<file path="config.mk">
export PLATFORM = sky130hd
export DESIGN_NAME = frct_timer
export DESIGN_NICKNAME = d
export VERILOG_FILES = /design/src/frct_timer.v
export VERILOG_INCLUDE_DIRS = /design/src
export SDC_FILE = /design/constraint.sdc
export NUM_CORES = 1
export LEC_CHECK = 0
export CAP_MARGIN = 20
export CORE_MARGIN = 2
export CORE_UTILIZATION = 50
export CTS_BUF_LIST = sky130_fd_sc_hd__clkbuf_4
export CTS_CLUSTER_SIZE = 28
export DETAILED_ROUTE_END_ITERATION = 8
export DONT_BUFFER_PORTS = 1
export PLACE_DENSITY = 0.76
export SYNTH_ARGS = -nofsm -noshare
export SYNTH_HDL_FRONTEND = slang
export SYNTH_SLANG_ARGS = --single-unit
</file>
<file path="constraint.sdc">
create_clock -name CLK -period 13.2 [get_ports CLK]
set_input_delay 0.66 -clock CLK [delete_from_list [all_inputs] [get_ports CLK]]
set_output_delay 0.66 -clock CLK [all_outputs]
set_load 0.05 [all_outputs]
</file>
<file path="src/frct_regs.vh">
/*
 * register map, field positions, reset values and codes of the
 * free-running capture/compare timer.
 * assumes byte addresses on a 32-bit avalon-mm slave, one word each.
 */
`ifndef FRCT_REGS_VH
`define FRCT_REGS_VH

// byte offsets
`define FRCT_CTRL_OFS 6'h00
`define FRCT_OPTION_OFS 6'h04
`define FRCT_OUTCTL_OFS 6'h08
`define FRCT_EDGESEL_OFS 6'h0c
`define FRCT_CHVAL0_OFS 6'h10
`define FRCT_CHVAL1_OFS 6'h14
`define FRCT_CHVAL2_OFS 6'h18
`define FRCT_CHVAL3_OFS 6'h1c
`define FRCT_COUNT_OFS 6'h20
`define FRCT_STATUS_OFS 6'h24
`define FRCT_MASK_OFS 6'h28
`define FRCT_FLAGCLR_OFS 6'h2c

// channel value registers sit in this 16-byte window
`define FRCT_CHVAL_WIN 2'h1

// control register fields
`define FRCT_MODE_MSB 2
`define FRCT_MODE_LSB 0
`define FRCT_CE_BIT 7
`define FRCT_MODE_FREERUN 3'h5

// option register fields
`define FRCT_WRAP_BIT 0
`define FRCT_SEL_LSB 1

// edge select codes, two bits per capture input
`define FRCT_EDGE_NONE 2'h0
`define FRCT_EDGE_RISE 2'h1
`define FRCT_EDGE_FALL 2'h2
`define FRCT_EDGE_BOTH 2'h3

// status and mask bit of the counter wrap
`define FRCT_STAT_WRAP_BIT 4

// reset values and counter limits
`define FRCT_REG8_RST 8'h00
`define FRCT_VAL_RST 16'h0000
`define FRCT_CNT_MAX 16'hffff
`define FRCT_CNT_ZERO 16'h0000
`define FRCT_CNT_STEP 16'h0001

`endif

</file>
<file path="src/frct_timer.v">
/*
 * free-running 16-bit timer with four capture/compare channels,
 * sticky wrap flag, output pin control and a masked interrupt.
 * assumes an avalon-mm master with waitrequest on CLK, and capture
 * pins that are asynchronous to CLK; the count clock is CLK gated
 * by CLK_EN.
 */
`include "frct_regs.vh"

// Contract
// - free-running operation only when the mode field holds code 101.
// - count enable starts counting; each channel is compare or capture.
// - when counting starts, every enabled compare output pin inverts.
// - compare equal raises channel interrupt and inverts its pin.
// - counter increments, wraps ffff to 0000 raising wrap interrupt.
// - each wrap sets the sticky wrap flag until software clears it.
// - compare register writes act immediately, without buffering.
// - selected capture edge copies counter to channel, raises interrupt.
// - each capture input has its own edge select field.
// - disabled output drives its idle level bit.
// - wrap flag clears by bit-clear or option write with bit 0 low.
// - bit-clear coinciding with a wrap leaves the flag set.
// - enabled output holds idle level, then opposite once counting; enabled capture channel outputs stay at idle level.
module frct_timer (
  input wire CLK,
  input wire RST,
  input wire CLK_EN,
  input wire [5:0] ADDRESS,
  input wire READ,
  input wire WRITE,
  input wire [31:0] WRITEDATA,
  input wire [3:0] BYTEENABLE,
  output wire [31:0] READDATA,
  output wire WAITREQUEST,
  input wire [3:0] CAPTURE_INPUT_PIN,
  output wire [3:0] TIMER_OUTPUT_PIN,
  output wire [3:0] CHANNEL_EVENT_IRQ,
  output wire WRAP_IRQ,
  output wire IRQ
);

  reg ack_r;
  reg ack_nxt;
  reg [31:0] rdata_r;
  reg [31:0] rd_nxt;
  reg [7:0] ctrl_r;
  reg [7:0] ctrl_nxt;
  reg [7:0] option_r;
  reg [7:0] option_nxt;
  reg [7:0] outctl_r;
  reg [7:0] outctl_nxt;
  reg [7:0] edgesel_r;
  reg [7:0] edgesel_nxt;
  reg [7:0] mask_r;
  reg [7:0] mask_nxt;
  reg [4:0] status_r;
  reg [4:0] status_nxt;
  reg [15:0] count_r;
  reg [15:0] count_nxt;
  reg run_prev_r;
  reg [3:0] chirq_r;
  reg wrap_irq_r;
  reg wrap_flag_nxt;

  wire [63:0] chval_w;
  wire [3:0] ev_w;
  wire [3:0] pin_w;
  wire [4:0] ev_all;
  wire [4:0] irq_pend;
  wire [15:0] count_inc;
  wire [5:0] wa;
  wire req;
  wire acc;
  wire wr_acc;
  wire rd_acc;
  wire rd_status;
  wire running;
  wire start;
  wire cnt_top;
  wire wrap;
  wire wr_ctrl;
  wire wr_option;
  wire wr_outctl;
  wire wr_edgesel;
  wire wr_mask;
  wire wr_flagclr;
  wire wrap_clr;
  wire [4:0] stat_clr;

  // bus handshake: one wait cycle, answer on the second
  assign req = READ | WRITE;
  assign WAITREQUEST = req & ~(ack_r & CLK_EN);
  assign acc = req & ack_r & CLK_EN;
  assign wr_acc = WRITE & acc;
  assign rd_acc = READ & acc;
  assign wa = {ADDRESS[5:2], 2'b00};
  assign READDATA = rdata_r;

  // ack every other enabled cycle; read data taken up front
  always @* begin
    ack_nxt = req & ~ack_r;
  end

  always @(posedge CLK or posedge RST) begin
    if (RST) begin
      ack_r <= 1'b0;
      rdata_r <= 32'h00000000;
    end else if (CLK_EN) begin
      ack_r <= ack_nxt;
      if (READ & ~ack_r)
        rdata_r <= rd_nxt;
    end
  end

  // register write strobes
  assign wr_ctrl = wr_acc & (wa == `FRCT_CTRL_OFS) & BYTEENABLE[0];
  assign wr_option = wr_acc & (wa == `FRCT_OPTION_OFS) & BYTEENABLE[0];
  assign wr_outctl = wr_acc & (wa == `FRCT_OUTCTL_OFS) & BYTEENABLE[0];
  assign wr_edgesel = wr_acc & (wa == `FRCT_EDGESEL_OFS) & BYTEENABLE[0];
  assign wr_mask = wr_acc & (wa == `FRCT_MASK_OFS) & BYTEENABLE[0];
  assign wr_flagclr = wr_acc & (wa == `FRCT_FLAGCLR_OFS) & BYTEENABLE[0]
    & WRITEDATA[0];

  // counting state
  assign running = ctrl_r[`FRCT_CE_BIT]
    & (ctrl_r[`FRCT_MODE_MSB:`FRCT_MODE_LSB] == `FRCT_MODE_FREERUN);
  assign start = running & ~run_prev_r;
  assign cnt_top = (count_r == `FRCT_CNT_MAX);
  assign wrap = running & cnt_top;
  assign count_inc = count_r + `FRCT_CNT_STEP;
  assign ev_all = {wrap, ev_w};

  // next count: zero while stopped, wraps after the top
  always @* begin
    count_nxt = count_inc;
    if (!running) begin
      count_nxt = `FRCT_CNT_ZERO;
    end else if (wrap) begin
      count_nxt = `FRCT_CNT_ZERO;
    end
  end

  always @(posedge CLK or posedge RST) begin
    if (RST) begin
      count_r <= `FRCT_CNT_ZERO;
      run_prev_r <= 1'b0;
    end else if (CLK_EN) begin
      run_prev_r <= running;
      count_r <= count_nxt;
    end
  end

  // per-channel capture, compare and output pin
  genvar i;
  generate
    for (i = 0; i < 4; i = i + 1) begin : g_ch
      localparam [1:0] IDX = i;
      reg [2:0] sync_r;
      reg [15:0] val_r;
      reg [15:0] val_nxt;
      reg tog_r;
      reg tog_nxt;
      reg pin_r;
      reg pin_nxt;
      reg edge_hit;
      wire [1:0] esel;
      wire is_cap;
      wire cmp_start;
      wire rise;
      wire fall;
      wire cap;
      wire match;
      wire wr_val;

      assign esel = edgesel_r[2*i+1:2*i];
      assign is_cap = option_r[`FRCT_SEL_LSB+i];
      assign cmp_start = start & ~is_cap;
      // two sync flops, then an edge flop
      assign rise = sync_r[1] & ~sync_r[2];
      assign fall = ~sync_r[1] & sync_r[2];
      assign cap = running & is_cap & edge_hit;
      assign match = running & ~is_cap & (count_r == val_r);
      assign wr_val = wr_acc & (wa[5:4] == `FRCT_CHVAL_WIN)
        & (wa[3:2] == IDX);
      assign ev_w[i] = cap | match;
      assign chval_w[16*i+15:16*i] = val_r;
      assign pin_w[i] = pin_r;

      // valid edge decode per capture input
      always @* begin
        case (esel)
          `FRCT_EDGE_NONE: edge_hit = 1'b0;
          `FRCT_EDGE_RISE: edge_hit = rise;
          `FRCT_EDGE_FALL: edge_hit = fall;
          `FRCT_EDGE_BOTH: edge_hit = rise | fall;
          default: edge_hit = 1'b0;
        endcase
      end

      // capture beats a same-cycle write; writes act at once
      always @* begin
        val_nxt = val_r;
        if (cap) begin
          val_nxt = count_r;
        end else if (wr_val) begin
          if (BYTEENABLE[0])
            val_nxt[7:0] = WRITEDATA[7:0];
          if (BYTEENABLE[1])
            val_nxt[15:8] = WRITEDATA[15:8];
        end
      end

      // toggle: cleared when stopped, flips at start and match in compare mode
      always @* begin
        tog_nxt = tog_r;
        if (!running) begin
          tog_nxt = 1'b0;
        end else if (cmp_start | match) begin
          tog_nxt = ~tog_r;
        end
        // idle level, inverted by the toggle when enabled
        pin_nxt = outctl_r[2*i+1] ^ (outctl_r[2*i] & tog_r);
      end

      always @(posedge CLK or posedge RST) begin
        if (RST) begin
          sync_r <= 3'h0;
          val_r <= `FRCT_VAL_RST;
          tog_r <= 1'b0;
          pin_r <= 1'b0;
        end else if (CLK_EN) begin
          sync_r <= {sync_r[1:0], CAPTURE_INPUT_PIN[i]};
          val_r <= val_nxt;
          tog_r <= tog_nxt;
          pin_r <= pin_nxt;
        end
      end
    end
  endgenerate

  assign TIMER_OUTPUT_PIN = pin_w;

  // wrap flag: bit-clear or option write with bit 0 low, set always wins
  assign wrap_clr = wr_flagclr | (wr_option & ~WRITEDATA[0]);

  // status clears only the bits that the read returned
  assign rd_status = rd_acc & (wa == `FRCT_STATUS_OFS);
  assign stat_clr = rd_status ? rdata_r[4:0] : 5'h00;

  // next values of the plain software registers
  always @* begin
    ctrl_nxt = ctrl_r;
    outctl_nxt = outctl_r;
    edgesel_nxt = edgesel_r;
    mask_nxt = mask_r;
    if (wr_ctrl) begin
      ctrl_nxt = WRITEDATA[7:0];
    end
    if (wr_outctl) begin
      outctl_nxt = WRITEDATA[7:0];
    end
    if (wr_edgesel) begin
      edgesel_nxt = WRITEDATA[7:0];
    end
    if (wr_mask) begin
      mask_nxt = WRITEDATA[7:0];
    end
  end

  // option: function bits by write, wrap flag sticky
  always @* begin
    option_nxt = option_r;
    wrap_flag_nxt = option_r[`FRCT_WRAP_BIT];
    if (wr_option) begin
      option_nxt = WRITEDATA[7:0];
      wrap_flag_nxt = WRITEDATA[0];
    end
    if (wrap_clr) begin
      wrap_flag_nxt = 1'b0;
    end
    if (wrap) begin
      wrap_flag_nxt = 1'b1;
    end
    option_nxt[`FRCT_WRAP_BIT] = wrap_flag_nxt;
  end

  // status: events set, a status read clears what it returned
  always @* begin
    status_nxt = (status_r & ~stat_clr) | ev_all;
  end

  always @(posedge CLK or posedge RST) begin
    if (RST) begin
      ctrl_r <= `FRCT_REG8_RST;
      option_r <= `FRCT_REG8_RST;
      outctl_r <= `FRCT_REG8_RST;
      edgesel_r <= `FRCT_REG8_RST;
      mask_r <= `FRCT_REG8_RST;
      status_r <= 5'h00;
      chirq_r <= 4'h0;
      wrap_irq_r <= 1'b0;
    end else if (CLK_EN) begin
      ctrl_r <= ctrl_nxt;
      option_r <= option_nxt;
      outctl_r <= outctl_nxt;
      edgesel_r <= edgesel_nxt;
      mask_r <= mask_nxt;
      status_r <= status_nxt;
      chirq_r <= ev_w;
      wrap_irq_r <= wrap;
    end
  end

  // interrupt outputs
  assign CHANNEL_EVENT_IRQ = chirq_r;
  assign WRAP_IRQ = wrap_irq_r;
  assign irq_pend = status_r & mask_r[4:0];
  assign IRQ = |irq_pend;

  // read data selection
  always @* begin
    rd_nxt = 32'h00000000;
    case (wa)
      `FRCT_CTRL_OFS: rd_nxt = {24'h000000, ctrl_r};
      `FRCT_OPTION_OFS: rd_nxt = {24'h000000, option_r};
      `FRCT_OUTCTL_OFS: rd_nxt = {24'h000000, outctl_r};
      `FRCT_EDGESEL_OFS: rd_nxt = {24'h000000, edgesel_r};
      `FRCT_CHVAL0_OFS: rd_nxt = {16'h0000, chval_w[15:0]};
      `FRCT_CHVAL1_OFS: rd_nxt = {16'h0000, chval_w[31:16]};
      `FRCT_CHVAL2_OFS: rd_nxt = {16'h0000, chval_w[47:32]};
      `FRCT_CHVAL3_OFS: rd_nxt = {16'h0000, chval_w[63:48]};
      `FRCT_COUNT_OFS: rd_nxt = {16'h0000, count_r};
      `FRCT_STATUS_OFS: rd_nxt = {27'h0000000, status_r};
      `FRCT_MASK_OFS: rd_nxt = {24'h000000, mask_r};
      default: rd_nxt = 32'h00000000;
    endcase
  end

endmodule // frct_timer

</file>
==> results of run 1 <==
==> report_power, final <==
part	leakage (nW)	switching (mW)	internal, mW	total, mW
clock	0.153	0.195	0.116	0.311
combinational	2.00	0.0888	0.0695	0.158
sequential	2.28	0.0630	0.552	0.615
==> cell type report <==
class                      count  area [µm²]  area share, %
inverter                      22       87.58         0.8436
tap                          265       331.6          3.194
clock buffer                  18       135.1          1.302
sequential                   168        4204          40.49
timing repair buffer          12       90.09         0.8677
clock inverter                14       151.4          1.458
multi-input combinational    707        5380          51.82
antenna                        1       2.502        0.02410
==> cell usage after synthesis, drive strengths merged, types with 3 or more instances <==
cell	instances	area, µm²
a211oi	3	22.52
a21oi	33	165.2
a221o	4	40.04
a222oi	5	50.05
a22o	20	175.2
a22oi	15	112.6
a31oi	8	50.05
a32oi	5	43.79
and2	4	25.03
and3	7	43.79
and4	4	35.03
buf	45	285.3
clkbuf	41	153.9
dfrtp	168	4204
ha	9	112.6
inv	22	82.58
mux2	151	1700
mux2i	27	270.3
mux4	4	90.09
nand2	90	337.8
nand2b	4	25.02
nand3	22	110.1
nand4	26	162.7
nor2	25	96.35
nor2b	11	68.82
nor3	16	80.08
nor3b	4	30.03
nor4	7	50.05
nor4b	4	35.03
o211ai	8	60.06
o21ai	65	336.6
o22ai	7	43.79
o2bb2ai	3	26.28
o311ai	3	26.28
or3	5	31.28
xnor2	66	593.1
xor2	5	43.79
==> layer usage <==
metal	global-route usage, %	vias to the layer above
li1	-	3408
met1	38.58	3874
met2	40.00	441
met3	6.771	92
met4	12.75	0
met5	0	-
==> sequential cells by signal, summed over array words and instances, names as in the netlist, 4 cells and up <==
signal             flops
mask_r                 8
option_r               8
outctl_r               8
g_ch.pin_r             4
ctrl_r                 8
count_r               16
g_ch.tog_r             4
CHANNEL_EVENT_IRQ      4
g_ch.val_r            64
READDATA              16
edgesel_r              8
g_ch.sync_r           12
status_r               5
==> worst max-delay path, cell delays in order (launching register included) <==
cell	delay [ns]
dfrtp_1	0.94
xnor2_1	0.24
nand4_1	0.12
or3_1	0.47
or4_4	0.54
o311ai_1	0.30
==> path summary, 6_finish.rpt <==
kind,from,endpoint,slack [ns]
hold reg to reg,g_ch[1].sync_r[0]$_DFFE_PP0P_,g_ch[1].sync_r[1]$_DFFE_PP0P_,0.51
setup reg to reg,count_r[7]$_DFFE_PP0P_,g_ch[0].tog_r$_DFFE_PP0P_,10.48
setup / recovery,count_r[7]$_DFFE_PP0P_,g_ch[0].tog_r$_DFFE_PP0P_,10.48
hold / removal,RST,edgesel_r[4]$_DFFE_PP0P_,0.13
min in group CLK,CLK_EN,g_ch[3].pin_r$_DFFE_PP0P_,0.14
max in group asynchronous,RST,g_ch[0].val_r[9]$_DFFE_PP0P_,11.68
==> cells by family (layout without fill, tap and decap cells) <==
family                     after synthesis  in the layout  share of synthesized area, %
AOI/OAI and AO/OA                      191            191                         12.58
xor gates and xnor gates                71             71                         6.357
adders and majority gates                9              9                         1.124
buffers and inverters                  108             66                         5.208
DFF                                    168            168                         41.96
muxes                                  182            182                         20.57
other                                    1             17                       0.03743
and+or+nand+nor                        238            238                         12.16
==> flow_summary.toml, run 1 <==
[global_route]
grt_max_degree = 106
grt_pass1_wl_mm = 44.80
antenna_found_initial = 1
grt_overflow_total = 0
grt_pass1_vias = 7415
grt_use_total_pct = 27.42

[synth]
netlist_area_um2 = 10020
ys.warnings.count = 0
synth-edff-count = 0
async_reset_ff_share_pct = 100.0
synthFlopType = "dfrtp_1"
ys_types = 66
avgSynthCellArea_um2 = 10.35
yosysSeqAreaShare_pct = 41.96
synth_seq_cells = 168
synthCells = 968

[layout]
fillers = 1752
finalNonFillerCells = 1207
final_nets = 988
final_common_cell = "dfrtp_1"
final_cell_mix = "dfrtp_1, mux2_2, nand2_1"
fin_util_pct = 53.00
drive_gt1_share_pct = 22.74
syn2layout_area_growth_pct = 3.635
fin_area_um2 = 10380

[job]
cap_violations = 0

[place]
dp_hpwl_mm = 20.00
gp_congestion = 0.9932
dp_slack_ns = 10.29
portBuffers = 0
dp.cells = 1173
dpl_cell_area_um2 = 10090

[drt]
drt_iter0_markers = 1018
routed_wl_mm = 28.53
drtAntennaViolNets = 0
routedWlPerCell_um = 23.63
wl_met2_mm = 12.49
drc_errors = 0
via_count = 7815
routed.top_layer = "met4"
vias_per_cell = 6.475
firstDrtPassIters = 6
wl_met3_mm = 2.803
m1WireLength_mm = 11.90

[die]
die_w_um = 145.6
core_um2 = 19590
dieArea_um2 = 21180
core.rowCount = 51
boundaryPins = 94
start_util_pct = 51.14
dieHeight_um = 145.6

[clock_network]
cts_tree = "built"
clockBufferDepth = 2
cts-buffers-inserted = 17
cts_root_buf = "clkbuf_4"
insertion_delay_ns = 0.59
postCtsSetupBuffers = 0
cts-resized-gates = 0
cts-htree-levels = 4
clock_sinks = 168
holdBufCountCts = 0
clkTransAtPathRegs_ns = 0.15

[sta]
rsz0062_at_grt = "no"
setup_tns_ns = 0
timing.fmax_mhz = 367.1
setup_ws_ns = 10.48
layout_min_cycle_time_ns = 2.724
slew_viol_final = 0
maxSlewHeadroom_pct = 35.73
finalSetupViolations = 0
hold_violations = 0
tightest_slew_ns = 0.9576
timing.final.crit_share_pct = 20.64
whs_ns = 0.1275
clock_skew_ns = 0.02213

[worst_setup_path]
required_ns = 13.67
critPathArrivalTime_ns = 3.20
cp_max_fo = 13
crit_type = "flip-flop to flip-flop"
reg2regPathDepth = 5
cp-start-kind = "flip-flop"
end_kind = "flip-flop"

[pwr]
total_power_mw = 1.084
power_leakage_nw = 4.430
power.density_nw_per_um2 = 104.4
peakVddDrop_uv = 71.35

[min_path]
hp-class = "input pin to asynchronous set/reset pin"

[status]
status = "complete, no violations"
Note: power is estimated with default switching activity, not from simulation.
==> run 2, diff against run 1 <==
--- a/config.mk
+++ b/config.mk
@@ -13,7 +13,7 @@
 export CTS_CLUSTER_SIZE = 28
 export DETAILED_ROUTE_END_ITERATION = 8
 export DONT_BUFFER_PORTS = 1
-export PLACE_DENSITY = 0.76
+export PLACE_DENSITY = 0.79
 export SYNTH_ARGS = -nofsm -noshare
 export SYNTH_HDL_FRONTEND = slang
 export SYNTH_SLANG_ARGS = --single-unit
==> constraint.sdc (replaced) <==
create_clock -name CLK -period 2.4 [get_ports CLK]
set_input_delay 0.12 -clock CLK [delete_from_list [all_inputs] [get_ports CLK]]
set_output_delay 0.12 -clock CLK [all_outputs]
set_load 0.05 [all_outputs]
==> run 2 against run 1 <==
  * Wire length is 8.4% higher
  * Via count is 6.3% higher
  * Clock power grew to 5.2 times the previous value
  * Sequential share of layout area is 2.4 points lower
  * Global-route usage is 2.0 points higher
  * Sequential power grew to 5.5 times the previous value
  * Combinational power grew to 6.7 times the previous value
  * Critical path depth is 2 higher
  * Register-to-register slack worse by 10 ns
  * Largest cell class unchanged
==> flow_summary.toml, run 2 (synthesis results as in run 1) <==
[worst_setup_path]
reg2regPathDepth = 8
r2r_end = "g_ch[1].val_r[11]$_DFFE_PP0P_"
required_ns = 2.91
cpMaxStageDelayCell = "dlygate4sd3_1"
crit_start = "ADDRESS[2]"
critPathArrivalTime_ns = 2.89
end_kind = "flip-flop"
cp_max_fo = 24
max_stage_delay_ns = 1.18
endpoint = "READDATA[7]$_DFFE_PP0P_"
r2r_slack_ns = 0.11
crit_type = "input pin to flip-flop"
rr_startpoint = "ctrl_r[1]$_DFFE_PP0P_"
cp-start-kind = "input pin"
crit_chain = "dlygate4sd3_1 -> nor2_1 -> buf_4 -> a22o_1 -> a221oi_1 -> nor3_1 -> a211o_1"

[global_route]
grt_max_degree = 168
grt_overflow_total = 0
grt_use_total_pct = 29.45
antenna_found_initial = 2
grt_pass1_wl_mm = 47.84
grt_pass1_vias = 7987

[layout]
final_common_cell = "dfrtp_1"
seqCellArea_um2 = 4204
drive_gt1_share_pct = 24.88
final_nets = 1056
largest_reg_flops = 64
syn2layout_area_growth_pct = 10.25
regMostFlops = "g_ch.val_r"
multi_input_area_um2 = 5384
fin_area_um2 = 11050
fillers = 1658
final_cell_mix = "dfrtp_1, mux2_2, nand2_1"
fin_util_pct = 56.38

[die]
boundaryPins = 94
die_w_um = 145.6
dieHeight_um = 145.6
start_util_pct = 51.14
dieArea_um2 = 21180
core.rowCount = 51
core_um2 = 19590

[min_path]
hp-class = "input pin to flip-flop"

[sta]
maxSlewHeadroom_pct = 34.33
clock_skew_ns = 0.02677
slew_viol_final = 0
setup_ws_ns = 0.01670
hold_violations = 0
setup_tns_ns = 0
whs_ns = 0.02948
rsz0062_at_grt = "no"
tightest_slew_ns = 0.9851
timing.fmax_mhz = 419.6
layout_min_cycle_time_ns = 2.383
timing.final.crit_share_pct = 99.30
finalSetupViolations = 0

[drt]
routedWlPerCell_um = 24.21
drtAntennaViolNets = 0
via_count = 8305
drt_iter0_markers = 1088
drc_errors = 0
routed_wl_mm = 30.92
vias_per_cell = 6.504
firstDrtPassIters = 5

[job]
cap_violations = 0

[clock_network]
clockBufferDepth = 2
insertion_delay_ns = 0.61
cts_root_buf = "clkbuf_4"
cts-buffers-inserted = 17
cts_tree = "built"
cts-htree-levels = 4
clock_sinks = 168
clkTransAtPathRegs_ns = 0.15

[status]
status = "complete, no violations"

[place]
dp_slack_ns = 0.1964
portBuffers = 0
dp_hpwl_mm = 20.81
dpl_cell_area_um2 = 10420
gp_congestion = 1.013

[pwr]
peakVddDrop_uv = 250.9
power_leakage_nw = 4.757
power.density_nw_per_um2 = 547.9
[run 2: changes by cell type in the layout (fill, tap and decap cells not counted), sizes merged]
| cell | before | now |
|---|---|---|
| clkinvlp | 2 | 3 |
| bufinv | 2 | 1 |
| buf | 12 | 49 |
| diode | 1 | 3 |
| dlygate4sd3 | 0 | 31 |
[run 2: repair_timing]
action | 4_1_cts | 5_1_grt
hold buffers | 32 | 1
endpoints found under the hold margin | 328 | 8
endpoints found under the setup margin | 0 | 8
gates resized for setup | 0 | 1
buffers inserted | 0 | 0
[run 2: layout make-up]
type / instances / area share [%]
inverter: 22 / 0.7816
tap: 265 / 3.002
multi-input combinational: 707 / 48.74
clock buffer: 18 / 1.223
timing repair buffer: 80 / 7.000
clock inverter: 14 / 1.121
sequential: 168 / 38.06
antenna: 3 / 0.06797
[run 2: worst min path at each step]
stage	depth (start not counted)	slack, ns	startpoint	end
3_3_place_gp	1	-0.13	RST	g_ch[1].pin_r$_DFFE_PP0P_
3_5_place_dp	1	-0.13	RST	g_ch[1].pin_r$_DFFE_PP0P_
4_1_cts	4	0.004	ADDRESS[3]	READDATA[5]$_DFFE_PP0P_
5_1_grt	3	0.02	ADDRESS[2]	READDATA[15]$_DFFE_PP0P_
2_1_floorplan	1	0.27	WRITEDATA[1]	ctrl_r[1]$_DFFE_PP0P_
6_report	4	0.03	ADDRESS[3]	READDATA[5]$_DFFE_PP0P_
[run 2: critical path: cells and delay by family]
family	cells	cell delay [ns]
buffers and inverters	2	1.42
AO/OA/AOI/OAI	3	1.02
AND/OR/NAND/NOR	2	0.31
[run 2: where the power goes]
| part | internal, mW | switching (mW) | total (mW) |
|---|---|---|---|
| clock network | 0.531 | 1.10 | 1.63 |
| logic | 0.451 | 0.610 | 1.06 |
| registers | 3.04 | 0.326 | 3.36 |
| total | 4.02 | 2.03 | 6.05 |
[run 2: metrics by stage]
stage / total power, mW / instances
2_1_floorplan: 4.100 / 983
3_3_place_gp: 4.283 / 1209
3_5_place_dp: 4.317 / 1209
4_1_cts: 6.028 / 1273
5_1_grt: 6.296 / 1275
6_report: 6.052 / 1277
[run 2: routing by layer]
layer	GRT usage [%]	part of all wire (%)	routed length, µm	vias up
met5	0	0	0	-
met4	15.05	4.8	1496	0
met3	6.301	9.8	3042	97
met2	44.60	45	13820	539
met1	40.04	41	12570	4116
li1	-	-	-	3553
